$ cat config.mk
export PLATFORM = sky130hd
export DESIGN_NAME = ptpac_top
export DESIGN_NICKNAME = d
export VERILOG_FILES = /design/src/design/ptpac_pkg.sv /design/src/design/ptpac_top.sv
export SDC_FILE = /design/constraint.sdc
export NUM_CORES = 2
export LEC_CHECK = 0
export BUFFER_PORTS_ARGS = -buffer_cell sky130_fd_sc_hd__buf_2
export CORE_MARGIN = 2
export CORE_UTILIZATION = 49
export CTS_CLUSTER_DIAMETER = 80
export CTS_CLUSTER_SIZE = 28
export DETAILED_ROUTE_END_ITERATION = 8
export GPL_TIMING_DRIVEN = 0
export PLACE_DENSITY = 0.72
export SYNTH_ARGS = -nofsm -noshare
export SYNTH_HDL_FRONTEND = slang
export SYNTH_SLANG_ARGS = --single-unit
$ cat constraint.sdc
create_clock -name clk_i -period 6.2 [get_ports clk_i]
set_input_delay 0.31 -clock clk_i [delete_from_list [all_inputs] [get_ports clk_i]]
set_output_delay 0.31 -clock clk_i [all_outputs]
set_load 0.01 [all_outputs]
$ cat src/design/ptpac_pkg.sv
/*
  Constants, register map and command codes of the PTP/OAM
  action comparator. Assumes a 32-bit APB master outside.
*/
// Summary of operation
// RULE1 - One header mask is shared by all flows; other settings are per flow.
// RULE2 - Each flow compares 64 match bits against header bytes 0 to 7.
// RULE3 - A 64-bit mask chooses which header bits take part in the compare.
// RULE4 - Mask bit one makes a bit significant; zero ignores that bit.
// RULE5 - Per-flow 8-bit lower and upper bounds; selected byte must lie within.
// RULE6 - Range check applies only while its per-flow enable is set.
// RULE7 - A 5-bit per-flow pointer picks the header byte for range checking.
// RULE8 - Code 0 does nothing; code 1 subtracts captured time from correction.
// RULE9 - Code 2: correction minus local latency plus path delay.
// RULE10 - Code 3: correction plus captured local time.
// RULE11 - Code 4: correction plus captured time plus latency minus stored time.
// RULE12 - Code 5: write captured local time into the time storage field.
// RULE13 - Code 6, legacy: path delay into storage and correction fields.
// RULE14 - Code 7: write nanosecond local time into the new field.
// RULE15 - Code 8: nanosecond time plus peer delay to new and correction field.
// RULE16 - Save bit set stores captured local time in the time stamp FIFO.
// RULE17 - 5-bit per-flow offset locates the correction field from header start.
// RULE18 - 6-bit per-flow offset locates the time storage field.
// RULE19 - Asymmetry add enable adds delay asymmetry to the correction field.
// RULE20 - Asymmetry deduct enable subtracts delay asymmetry from correction.
// RULE21 - 6-bit per-flow offset points at the first byte to clear.
// RULE22 - 4-bit per-flow count of bytes to clear; zero disables clearing.
// RULE23 - Action selection uses the first eight header bytes per flow.
// RULE24 - A flow's settings act only while its flow enable is set.
package ptpac_pkg;
  localparam int FLOWS = 4;
  localparam int FW = 2;
  localparam int HDR_BYTES = 32;
  // Byte addresses
  localparam logic [11:0] A_MASK_LO = 12'h000;
  localparam logic [11:0] A_MASK_HI = 12'h004;
  localparam logic [11:0] A_STATUS = 12'h008;
  localparam logic [5:0] FLOW_PAGE = 6'h01;
  localparam logic [1:0] F_MLO = 2'h0;
  localparam logic [1:0] F_MHI = 2'h1;
  localparam logic [1:0] F_RNG = 2'h2;
  localparam logic [1:0] F_ACT = 2'h3;
  // Range word fields
  localparam int LO_LSB = 0;
  localparam int UP_LSB = 8;
  localparam int PTR_LSB = 16;
  localparam int REN_BIT = 23;
  localparam int FEN_BIT = 31;
  localparam logic [31:0] RNG_WMASK = 32'h809FFFFF;
  // Action word fields
  localparam int CMD_LSB = 0;
  localparam int SAVE_BIT = 4;
  localparam int ADD_BIT = 5;
  localparam int SUB_BIT = 6;
  localparam int CORR_LSB = 7;
  localparam int ZCNT_LSB = 12;
  localparam int TS_LSB = 16;
  localparam int ZOFF_LSB = 24;
  localparam logic [31:0] ACT_WMASK = 32'h3F3FFFFF;
  // Status word fields
  localparam int ST_VLD_BIT = 8;
  localparam int ST_CNT_LSB = 16;
  localparam logic [31:0] RST_WORD = 32'h00000000;
  typedef enum logic [3:0] {
    CMD_IDLE_ACTION = 4'h0,
    CMD_DEDUCT_LOCAL_TIME = 4'h1,
    CMD_PEER_DELAY_DEDUCT = 4'h2,
    CMD_ADD_LOCAL_TIME = 4'h3,
    CMD_ADD_RESIDENCE = 4'h4,
    CMD_STORE_LOCAL_TIME = 4'h5,
    CMD_STORE_PEER_DELAY_LEGACY = 4'h6,
    CMD_PUT_NANOSECOND_TIME = 4'h7,
    CMD_PUT_NANOSECOND_PEER = 4'h8
  } ptpac_cmd_t;
endpackage

$ cat src/design/ptpac_top.sv
/*
  PTP/OAM action comparator: APB register file, per-flow header
  match with range check, and the registered action command.
  Assumes header bytes arrive as one 32-byte word with a strobe.
*/
`timescale 1ns/1ps
`default_nettype none

module ptpac_top (
  input wire logic clk_i,
  input wire logic rst_n_i,
  input wire logic psel_i,
  input wire logic penable_i,
  input wire logic pwrite_i,
  input wire logic [11:0] paddr_i,
  input wire logic [31:0] pwdata_i,
  input wire logic [3:0] pstrb_i,
  output logic pready_o,
  output logic [31:0] prdata_o,
  output logic pslverr_o,
  input wire logic hdr_valid_i,
  input wire logic [255:0] hdr_bytes_i,
  output logic act_valid_o,
  output logic act_hit_o,
  output logic [1:0] act_flow_o,
  output logic [3:0] act_cmd_o,
  output logic act_save_o,
  output logic [4:0] act_corr_off_o,
  output logic [5:0] act_ts_off_o,
  output logic act_asym_add_o,
  output logic act_asym_sub_o,
  output logic [5:0] act_zero_off_o,
  output logic [3:0] act_zero_cnt_o,
  output logic act_zero_en_o
);
  localparam int N = ptpac_pkg::FLOWS;

  // ----------------------------------------
  // Helpers
  // ----------------------------------------
  // Byte 0 of the header sits in the top lane
  function automatic logic [7:0] sel_byte(input logic [255:0] h, input logic [4:0] p);
    sel_byte = h[8'(255 - 8 * int'(p)) -: 8];
  endfunction

  // Byte-lane merge of a write under pstrb
  function automatic logic [31:0] merge(input logic [31:0] o, input logic [31:0] d,
                                        input logic [3:0] s, input logic [31:0] m);
    logic [31:0] r;
    r = o;
    for (int b = 0; b < 4; b++) begin
      if (s[b]) begin
        r[8*b +: 8] = d[8*b +: 8];
      end
    end
    merge = r & m;
  endfunction

  // ----------------------------------------
  // Register storage
  // ----------------------------------------
  logic [31:0] mask_lo_r;
  logic [31:0] mask_hi_r;
  logic [31:0] mlo_r [N];
  logic [31:0] mhi_r [N];
  logic [31:0] rng_r [N];
  logic [31:0] act_r [N];
  logic [1:0] last_flow_r;
  logic last_vld_r;
  logic [15:0] hit_cnt_r;
  logic pready_r;
  logic [31:0] prdata_r;
  logic pslverr_r;

  // ----------------------------------------
  // APB decode
  // ----------------------------------------
  // Aligned word addresses only; anything else answers with an error
  wire setup_w = psel_i & ~penable_i;
  wire acc_w = psel_i & penable_i & pready_r;
  wire wr_w = acc_w & pwrite_i;
  wire aligned_w = (paddr_i[1:0] == 2'h0);
  wire flow_pg_w = aligned_w & (paddr_i[11:6] == ptpac_pkg::FLOW_PAGE);
  wire [1:0] fidx_w = paddr_i[5:4];
  wire [1:0] freg_w = paddr_i[3:2];
  wire hit_mlo_w = (paddr_i == ptpac_pkg::A_MASK_LO);
  wire hit_mhi_w = (paddr_i == ptpac_pkg::A_MASK_HI);
  wire hit_st_w = (paddr_i == ptpac_pkg::A_STATUS);
  wire mapped_w = hit_mlo_w | hit_mhi_w | hit_st_w | flow_pg_w;
  // Status is read-only; a write to it is refused
  wire err_w = ~mapped_w | (pwrite_i & hit_st_w);
  wire wr_ok_w = wr_w & ~err_w;

  wire [31:0] status_w = {hit_cnt_r, 7'h00, last_vld_r, 6'h00, last_flow_r};
  wire [31:0] flow_rd_w = (freg_w == ptpac_pkg::F_MLO) ? mlo_r[fidx_w] :
                          (freg_w == ptpac_pkg::F_MHI) ? mhi_r[fidx_w] :
                          (freg_w == ptpac_pkg::F_RNG) ? rng_r[fidx_w] : act_r[fidx_w];
  wire [31:0] rd_mux_w = hit_mlo_w ? mask_lo_r :
                         hit_mhi_w ? mask_hi_r :
                         hit_st_w ? status_w :
                         flow_pg_w ? flow_rd_w : ptpac_pkg::RST_WORD;

  // Answer is prepared in setup, so every access ends after one cycle
  always_ff @(posedge clk_i or negedge rst_n_i) begin
    if (!rst_n_i) begin
      pready_r <= 1'b0;
      prdata_r <= ptpac_pkg::RST_WORD;
      pslverr_r <= 1'b0;
    end else begin
      pready_r <= setup_w;
      if (setup_w) begin
        prdata_r <= pwrite_i ? ptpac_pkg::RST_WORD : rd_mux_w;
        pslverr_r <= err_w;
      end
    end
  end

  // ----------------------------------------
  // Shared mask
  // ----------------------------------------
  // One mask for all flows [RULE1] [RULE3]
  always_ff @(posedge clk_i or negedge rst_n_i) begin
    if (!rst_n_i) begin
      mask_lo_r <= ptpac_pkg::RST_WORD;
      mask_hi_r <= ptpac_pkg::RST_WORD;
    end else begin
      if (wr_ok_w && hit_mlo_w) begin
        mask_lo_r <= merge(mask_lo_r, pwdata_i, pstrb_i, '1);
      end
      if (wr_ok_w && hit_mhi_w) begin
        mask_hi_r <= merge(mask_hi_r, pwdata_i, pstrb_i, '1);
      end
    end
  end

  // ----------------------------------------
  // Per-flow settings and match
  // ----------------------------------------
  wire [63:0] mask_w = {mask_hi_r, mask_lo_r};
  // First eight header bytes, byte 0 most significant [RULE2] [RULE23]
  wire [63:0] hdr64_w = hdr_bytes_i[255:192];
  logic [N-1:0] hit_w;

  genvar f;
  generate
    for (f = 0; f < N; f++) begin : g_flow
      wire sel_w = wr_ok_w & flow_pg_w & (fidx_w == 2'(f));
      // Separate match and action words per flow [RULE1]
      always_ff @(posedge clk_i or negedge rst_n_i) begin
        if (!rst_n_i) begin
          mlo_r[f] <= ptpac_pkg::RST_WORD;
          mhi_r[f] <= ptpac_pkg::RST_WORD;
          rng_r[f] <= ptpac_pkg::RST_WORD;
          act_r[f] <= ptpac_pkg::RST_WORD;
        end else if (sel_w) begin
          case (freg_w)
            ptpac_pkg::F_MLO: mlo_r[f] <= merge(mlo_r[f], pwdata_i, pstrb_i, '1);
            ptpac_pkg::F_MHI: mhi_r[f] <= merge(mhi_r[f], pwdata_i, pstrb_i, '1);
            ptpac_pkg::F_RNG: rng_r[f] <= merge(rng_r[f], pwdata_i, pstrb_i,
                                                ptpac_pkg::RNG_WMASK);
            default: act_r[f] <= merge(act_r[f], pwdata_i, pstrb_i,
                                       ptpac_pkg::ACT_WMASK);
          endcase
        end
      end

      wire [63:0] mval_w = {mhi_r[f], mlo_r[f]};
      wire [7:0] lo_w = rng_r[f][ptpac_pkg::LO_LSB +: 8];
      wire [7:0] up_w = rng_r[f][ptpac_pkg::UP_LSB +: 8];
      wire [4:0] ptr_w = rng_r[f][ptpac_pkg::PTR_LSB +: 5];
      // Chosen byte, normally the domain [RULE7]
      wire [7:0] rbyte_w = sel_byte(hdr_bytes_i, ptr_w);
      // Only bits with mask zero may differ [RULE4] [RULE2]
      wire bits_ok_w = (((hdr64_w ^ mval_w) & mask_w) == 64'h0);
      // Inclusive bounds [RULE5], bypassed when disabled [RULE6]
      wire rng_ok_w = ~rng_r[f][ptpac_pkg::REN_BIT] | ((rbyte_w >= lo_w) & (rbyte_w <= up_w));
      // Disabled flow never matches [RULE24]
      assign hit_w[f] = rng_r[f][ptpac_pkg::FEN_BIT] & bits_ok_w & rng_ok_w;
    end
  endgenerate

  // ----------------------------------------
  // Flow priority
  // ----------------------------------------
  // Lowest flow wins when several match, so software can order rules
  function automatic logic [2:0] first_hit(input logic [N-1:0] h);
    logic [2:0] r;
    r = 3'h0;
    for (int i = N - 1; i >= 0; i--) begin
      if (h[i]) begin
        r = {1'b1, 2'(i)};
      end
    end
    first_hit = r;
  endfunction

  wire [2:0] pick_w = first_hit(hit_w);
  wire any_w = pick_w[2];
  wire [1:0] win_w = pick_w[1:0];
  wire [31:0] wact_w = act_r[win_w];
  wire [3:0] code_w = wact_w[ptpac_pkg::CMD_LSB +: 4];
  wire [3:0] zcnt_w = wact_w[ptpac_pkg::ZCNT_LSB +: 4];

  // Codes above the last defined one fall back to no action
  // [RULE8] [RULE9] [RULE10] [RULE11] [RULE12] [RULE13] [RULE14] [RULE15]
  wire code_ok_w = (code_w <= 4'(ptpac_pkg::CMD_PUT_NANOSECOND_PEER));
  wire [3:0] cmd_w = code_ok_w ? code_w : 4'(ptpac_pkg::CMD_IDLE_ACTION);

  // ----------------------------------------
  // Action output
  // ----------------------------------------
  // One result per header strobe, one cycle later; a miss gives idle fields
  always_ff @(posedge clk_i or negedge rst_n_i) begin
    if (!rst_n_i) begin
      act_valid_o <= 1'b0;
      act_hit_o <= 1'b0;
      act_flow_o <= 2'h0;
      act_cmd_o <= 4'h0;
      act_save_o <= 1'b0;
      act_corr_off_o <= 5'h00;
      act_ts_off_o <= 6'h00;
      act_asym_add_o <= 1'b0;
      act_asym_sub_o <= 1'b0;
      act_zero_off_o <= 6'h00;
      act_zero_cnt_o <= 4'h0;
      act_zero_en_o <= 1'b0;
    end else begin
      act_valid_o <= hdr_valid_i;
      if (hdr_valid_i) begin
        act_hit_o <= any_w;
        act_flow_o <= win_w;
        act_cmd_o <= any_w ? cmd_w : 4'h0;
        act_save_o <= any_w & wact_w[ptpac_pkg::SAVE_BIT]; // [RULE16]
        act_corr_off_o <= any_w ? wact_w[ptpac_pkg::CORR_LSB +: 5] : 5'h00; // [RULE17]
        act_ts_off_o <= any_w ? wact_w[ptpac_pkg::TS_LSB +: 6] : 6'h00; // [RULE18]
        act_asym_add_o <= any_w & wact_w[ptpac_pkg::ADD_BIT]; // [RULE19]
        act_asym_sub_o <= any_w & wact_w[ptpac_pkg::SUB_BIT]; // [RULE20]
        act_zero_off_o <= any_w ? wact_w[ptpac_pkg::ZOFF_LSB +: 6] : 6'h00; // [RULE21]
        act_zero_cnt_o <= any_w ? zcnt_w : 4'h0;
        act_zero_en_o <= any_w & (zcnt_w != 4'h0); // [RULE22]
      end
    end
  end

  // ----------------------------------------
  // Status
  // ----------------------------------------
  // Hit counter wraps; it is a debug aid, not an exact statistic
  always_ff @(posedge clk_i or negedge rst_n_i) begin
    if (!rst_n_i) begin
      last_flow_r <= 2'h0;
      last_vld_r <= 1'b0;
      hit_cnt_r <= 16'h0000;
    end else if (hdr_valid_i && any_w) begin
      last_flow_r <= win_w;
      last_vld_r <= 1'b1;
      hit_cnt_r <= hit_cnt_r + 16'h0001;
    end
  end

  assign pready_o = pready_r;
  assign prdata_o = prdata_r;
  assign pslverr_o = pslverr_r;

endmodule // ptpac_top

`default_nettype wire

* After elaboration in Yosys (flattened, before gate mapping)
Index checks and enable logic that the tools add are counted.
** Operators by class
- Bitwise operators :: 54
- $lt $le $gt $ge :: 11
- Shift-type cells :: 4
- Multiplexer cells :: 33
- Equal/unequal tests :: 8
- Reduce and logical (&&, ||, !) cells :: 85
- Add/sub/neg operators :: 5
** Operator list (number)
- 263-bit by 8-bit variable part select with 8-bit output :: 4
- 32-bit two-way mux :: 16
- 32-bit binary-select mux with 2-bit select :: 5
- 64-bit bitwise AND :: 4
- 64-bit zero test :: 4
- 64-bit XOR :: 4
- 3-bit AND reduction :: 64
- 30-bit two-way mux :: 2
- 8-bit greater-or-equal comparator :: 4
- 8-bit <= comparator :: 4
- 8-bit subtractor, first input constant :: 4
- 1-bit bitwise AND :: 28
- 16-bit by 1-bit adder with 16-bit output, second input constant :: 1
- 2-bit AND reduction :: 8
- 12-bit by 3-bit == test with 1-bit output, second input constant :: 1
- 12-bit by 4-bit == test with 1-bit output, second input constant :: 1
- 12-bit zero test :: 1
- 3-bit two-way mux :: 4
- 4-bit two-way mux :: 3
- 6-bit two-way mux :: 2
- 1-bit inverter :: 8
- 1-bit bitwise OR :: 8
- 2-bit == test, second input constant :: 3
- 6-bit by 1-bit == test with 1-bit output, second input constant :: 1
- 9 further kinds :: 16
** Storage, ports and cells
- Logic and storage cells :: 290
- Bits of input ports :: 310
- Bits in registers :: 610

* Logic depth before layout (Yosys ltp)
- Word-level depth :: 17
- Mapped depth :: 18
- Gate-level depth less buffers :: 14

* Worst setup path before layout
OpenSTA, ideal clock, no wires.
- Kind :: reg-to-reg
- From :: register rng_r (netlist bit g_flow[2].ptr_w[0])
- To :: register hit_cnt_r[15]
- Stages on the path, launching flop included :: 17
- Period minus slack after synthesis :: 5.075 ns
- Setup slack :: 1.125 ns
- Arrival time :: 4.952 ns
- Data required time :: 6.078 ns
- Path buffers :: 2
- Cell sequence :: dfrtp_1 -> clkbuf_1 -> buf_1 -> mux4_2 -> mux4_2 -> and2_1 -> ha_1 -> and3_1 -> nand2_1 -> o31a_1 -> o31ai_1 -> and4b_1 -> nand2b_1 -> o21ai_2 -> or4_4 -> or4_4 -> xnor2_2
** On the way
- Word-level cells in the longest chain between the ends :: 10
** RTL lines
- start: declaration :: line ptpac_top.sv:66 : logic [31:0] rng_r [N];
- start signal: indexed assignment :: line ptpac_top.sv:153 : rng_r[f] <= ptpac_pkg::RST_WORD;
- start signal: indexed assignment :: line ptpac_top.sv:159 : ptpac_pkg::F_RNG: rng_r[f] <= merge(rng_r[f], pwdata_i, pstrb_i,
- 8-bit subtractor (*) :: line ptpac_top.sv:43 : sel_byte = h[8'(255 - 8 * int'(p)) -: 8];
- 263-bit by 8-bit variable part select with 8-bit output (*) :: line ptpac_top.sv:43
- 8-bit greater-or-equal comparator or 8-bit <= comparator (tied branches) :: line ptpac_top.sv:176 : wire rng_ok_w = ~rng_r[f][ptpac_pkg::REN_BIT] | ((rbyte_w >= lo_w) & (rbyte_w <= up_w));
- 1-bit bitwise AND (*) :: line ptpac_top.sv:176
- 1-bit bitwise OR (*) :: line ptpac_top.sv:176
- 1-bit bitwise AND (*) :: line ptpac_top.sv:178 : assign hit_w[f] = rng_r[f][ptpac_pkg::FEN_BIT] & bits_ok_w & rng_ok_w;
- 3-bit two-way mux (*) (3 in series) :: line ptpac_top.sv:190 : if (h[i]) begin
- 1-bit logical AND (*) :: line ptpac_top.sv:254 : end else if (hdr_valid_i && any_w) begin
- end signal: assignment :: line ptpac_top.sv:257 : hit_cnt_r <= hit_cnt_r + 16'h0001;
- end: declaration :: line ptpac_top.sv:70 : logic [15:0] hit_cnt_r;
Every way passes the cells marked *; elsewhere a longest branch is shown, timed or not.
A chain may end at the register's enable or synchronous reset.

* Worst setup path after layout
- From :: register rng_r (netlist bit g_flow[2].ptr_w[0])
- To :: register act_ts_off_o[0]
** On the way
- Word-level cells in the longest chain between the ends :: 14
** RTL lines
- 8-bit subtractor (*) :: line ptpac_top.sv:43
- 263-bit by 8-bit variable part select with 8-bit output (*) :: line ptpac_top.sv:43
- 8-bit greater-or-equal comparator or 8-bit <= comparator (tied branches) :: line ptpac_top.sv:176
- 1-bit bitwise AND (*) :: line ptpac_top.sv:176
- 1-bit bitwise OR (*) :: line ptpac_top.sv:176
- 1-bit bitwise AND (*) :: line ptpac_top.sv:178
- 3-bit two-way mux (*) (3 in series) :: line ptpac_top.sv:190
- 2-bit inverter with 3-bit output (implied by the code) :: line ptpac_top.sv:200 : wire [31:0] wact_w = act_r[win_w];
- 32-bit binary-select mux with 2-bit select :: line ptpac_top.sv:200
- 30-bit two-way mux (implied by the code) (2 in series) :: line ptpac_top.sv:200
- 6-bit two-way mux (*) :: line ptpac_top.sv:235 : act_ts_off_o <= any_w ? wact_w[ptpac_pkg::TS_LSB +: 6] : 6'h00;
- end signal: assignment :: line ptpac_top.sv:235
- end: declaration :: line ptpac_top.sv:29 : output logic [5:0] act_ts_off_o,
Every way passes the cells marked *; elsewhere a longest branch is shown, timed or not. The select of a mux whose other input is x is not followed.

==> impl_metrics.tcl <==
set metrics [dict create \
    core_area_um2 74400 \
    setup_viol_count_final 0 \
    grt_usage_pct 41.6 \
    yosys_warnings 0 \
    grt_pass1_vias 28743 \
    hold_slack_ns 0.0194 \
    synth_area_um2 36800 \
    netlist_instances 2837 \
    hold-path-endpoint "act_r[60]" \
    cts_buffers 35 \
    synth_edf_count 0 \
    r2r_setup_slack_ns 0.04 \
    synth_cell_types 59 \
    die_w_um 278 \
    ioPinCount 377 \
    overflow 0 \
    ctsRootBufferMaster "clkbuf_16" \
    die_h_um 278 \
    firstDrtPassIters 8 \
    cp.required_ns 6.70 \
    period_needed_ns 6.16 \
    period_share_pct 99.3 \
    grt_setup_unrepaired "no" \
    drt_wl_total_um 161000 \
    design.die.area_um2 77300 \
    initial_utilization_pct 49.4 \
    synth_seq_cells 610 \
    cp_common_cell "buf_2" \
    crit_path_max_incr_delay_ns 0.66 \
    grt_max_degree 121 \
    cp_max_fo 10 \
    globalplace.congestion 1.10 \
    hold_viol_final 0 \
    drv_slew 0 \
    wire_per_inst_um 38.3 \
    cts_buffer_depth 3 \
    rows 100 \
    path_class "reg -> reg" \
    max_freq_mhz 162 \
    antenna_found_initial 20 \
    yosys-top-cells-area "dfrtp_1 (41%), mux4_2 (18%), mux2_2 (16%), xor2_1 (6.1%), a22oi_1 (2.5%)" \
    cts-htree-levels 2 \
    tritoncts "built" \
    min_path_cells 2 \
    cts.sinks 610 \
    status "finished clean" \
    viasPerCell 6.95 \
    syn_nets 3212 \
    clock_latency_ns 0.63 \
    synth.most_common_cell "dfrtp_1" \
    drc_errors 0 \
    total_leakage_power_nw 18.9 \
    r2r_cells 16 \
    dp_hpwl_um 126000 \
    fin_skew_ns 0.0510 \
    worst-slew-pin-transition_ns 1.48 \
    nets 3569 \
    num_vias 29159 \
    cts_setup_buffers 0 \
    power_density_nw_per_um2 184 \
    hp-class "in -> reg" \
    synth_ff_type "dfrtp_1" \
    path_clk_slew_ns 0.11 \
    yosysSeqAreaShare_pct 41.5 \
    ant_nets 0 \
    ir_drop_v 0.000202 \
    grt_pass1_wl_um 224000 \
    detailedPlace.worstSlack_ns -1.05 \
    worstReg2RegStart "g_flow[2].ptr_w[0]" \
    start_kind "flip-flop" \
    synth_top_area_share_pct 41.5 \
    critPathCaptureType "flip-flop" \
    synth_async_sr_flop_share_pct 100 \
    fin_ws_ns 0.0435 \
    path_cells "buf_2, mux4_2, mux4_2, and2_1, ha_1, and3_1, nand2_1, o31a_1, o31ai_1, and4b_1, o221a_2, buf_2, buf_4, buf_2, nand2_1, a41oi_1" \
    first_iter_violations 4166 \
    yosys-top-cells-count "dfrtp_1 (610), mux2_2 (507), mux4_2 (296), xor2_1 (256), nand2_1 (187)" \
    slew_headroom_pct 1.04 \
    syn_avg_cell_area_um2 13.0 \
    area_growth_pct 11.7 \
    rr_endpoint "act_ts_off_o[0]" \
    min_from "pwdata_i[28]" \
    yosys.area.top_type "dfrtp_1" \
    critPathSlowestCell "dfrtp_1" \
    portBuffers 309 \
    cp_data_arrival_time_ns 6.66 \
    drive_above_1_share_pct 38.0 \
    drv_cap 0 \
]
-- power by group --
part           leakage [nW]  total [mW]  switching (mW)  internal [mW]
Combinational          10.1       0.819           0.566          0.253
Sequential             8.22        4.00         0.00806           3.99
Clock                 0.588        2.76            1.60           1.17
-- worst max-delay path: cells and delay by family (launching register included) --
family,cells,cell delay [ns]
buf+inv,4,1.71
compound gates,4,1.39
mux,2,1.07
simple gates,5,0.92
flops,1,0.66
fa+ha+maj,1,0.31
-- state kept, by name (all words and copies together), names as in the netlist, 2 cells and up --
| name | count |
|---|---|
| last_flow_r | 2 |
| act_ts_off_o | 6 |
| mask_lo_r | 32 |
| act_zero_off_o | 6 |
| act_zero_cnt_o | 4 |
| act_flow_o | 2 |
| act_cmd_o | 4 |
| act_r | 112 |
| hit_cnt_r | 16 |
| rng_r | 8 |
| mask_hi_r | 32 |
| g_flow.mval_w | 256 |
| g_flow.ptr_w | 20 |
| g_flow.lo_w | 32 |
| act_corr_off_o | 5 |
| g_flow.up_w | 32 |
| prdata_o | 32 |
-- per-layer routing --
layer	up-vias	global-route usage [%]	part of all wire (%)
li1	11516	-	-
met1	15075	52.9	37
met2	2059	62.0	44
met3	493	13.1	11
met4	16	26.1	7.5
met5	-	0	0.11
-- through the flow --
| step | std cells | TNS, ns | cell area (um2) | total power [mW] | util [%] |
|---|---|---|---|---|---|
| 2_1_floorplan | 2837 | 0 | 36800 | 4.36 | - |
| 3_3_place_gp | 4115 | -4931.67 | 39600 | 4.84 | 53.1 |
| 3_5_place_dp | 4120 | -26.03 | 39700 | 4.86 | 53.3 |
| 4_1_cts | 4185 | 0 | 41100 | 7.54 | 55.2 |
| 5_1_grt | 4190 | 0 | 41100 | 7.74 | 55.2 |
| 6_report | 4197 | 0 | 41100 | 7.58 | 55.2 |
-- layout by cell type, fill, tap and decap left out, types with 11 or more instances in the layout --
cell type and instances:
ha_1 65, nand2_1 187, diode_2 11, clkbuf_1 105, a222oi_1 17, dfrtp_1 610
o21ai_0 107, xnor2_1 14, a21oi_1 12, a21o_1 11, a41oi_1 21, xor2_1 256
nand3b_1 20, buf_2 319, mux2_2 507, and2_1 31, nor2_1 94, a22oi_1 122
inv_1 81, mux4_2 296, clkbuf_16 36, nand4_1 40, clkbuf_2 12, buf_1 25
nand2b_1 14, mux2i_1 32
-- cell type report --
| class | instances | area (um2) |
|---|---|---|
| fill | 6206 | 33300 |
| multi-input combinational | 1982 | 20600 |
| sequential | 610 | 15300 |
| timing repair buffer | 322 | 1780 |
| tap | 969 | 1210 |
| clock buffer | 37 | 905 |
| buffer | 161 | 667 |
| clock inverter | 23 | 317 |
| inverter | 82 | 308 |
| antenna | 11 | 27.5 |
-- worst max-delay path by stage --
stage | startpoint | to | slack (ns) | depth (start not counted)
6_report | g_flow[2].ptr_w[0] | act_ts_off_o[0] | 0.04 | 16
4_1_cts | g_flow[0].ptr_w[0] | act_ts_off_o[0] | 0.03 | 17
3_3_place_gp | rst_n_i | act_ts_off_o[3] | -8.14 | 1
3_5_place_dp | g_flow[2].ptr_w[0] | act_zero_off_o[4] | -1.05 | 17
5_1_grt | g_flow[2].ptr_w[0] | act_ts_off_o[0] | 0.004 | 16
2_1_floorplan | g_flow[2].ptr_w[0] | hit_cnt_r[15] | 1.13 | 16
-- what timing repair did --
| action | 4_1_cts | 5_1_grt |
|---|---|---|
| resized for setup | 33 | 34 |
| endpoints found under the hold margin | 106 | 0 |
| setup endpoints to repair | 41 | 36 |
| hold buffers | 6 | 0 |
| gates cloned | 0 | 0 |
-- cell families (layout without fill, tap and decap cells) --
family                   Yosys count  in the layout  share of synthesized area [%]
flip-flops                       610            610                           41.5
other                              0             11                              0
XOR/XNOR                         271            271                           6.47
AO/OA/AOI/OAI                    364            364                           7.01
multiplexers                     835            835                           34.5
AND/OR/NAND/NOR                  447            447                           5.82
adder cells (fa/ha/maj)           65             65                           2.21
buffers and inverters            245            625                           2.52
Power figures use the tool's default switching activity.
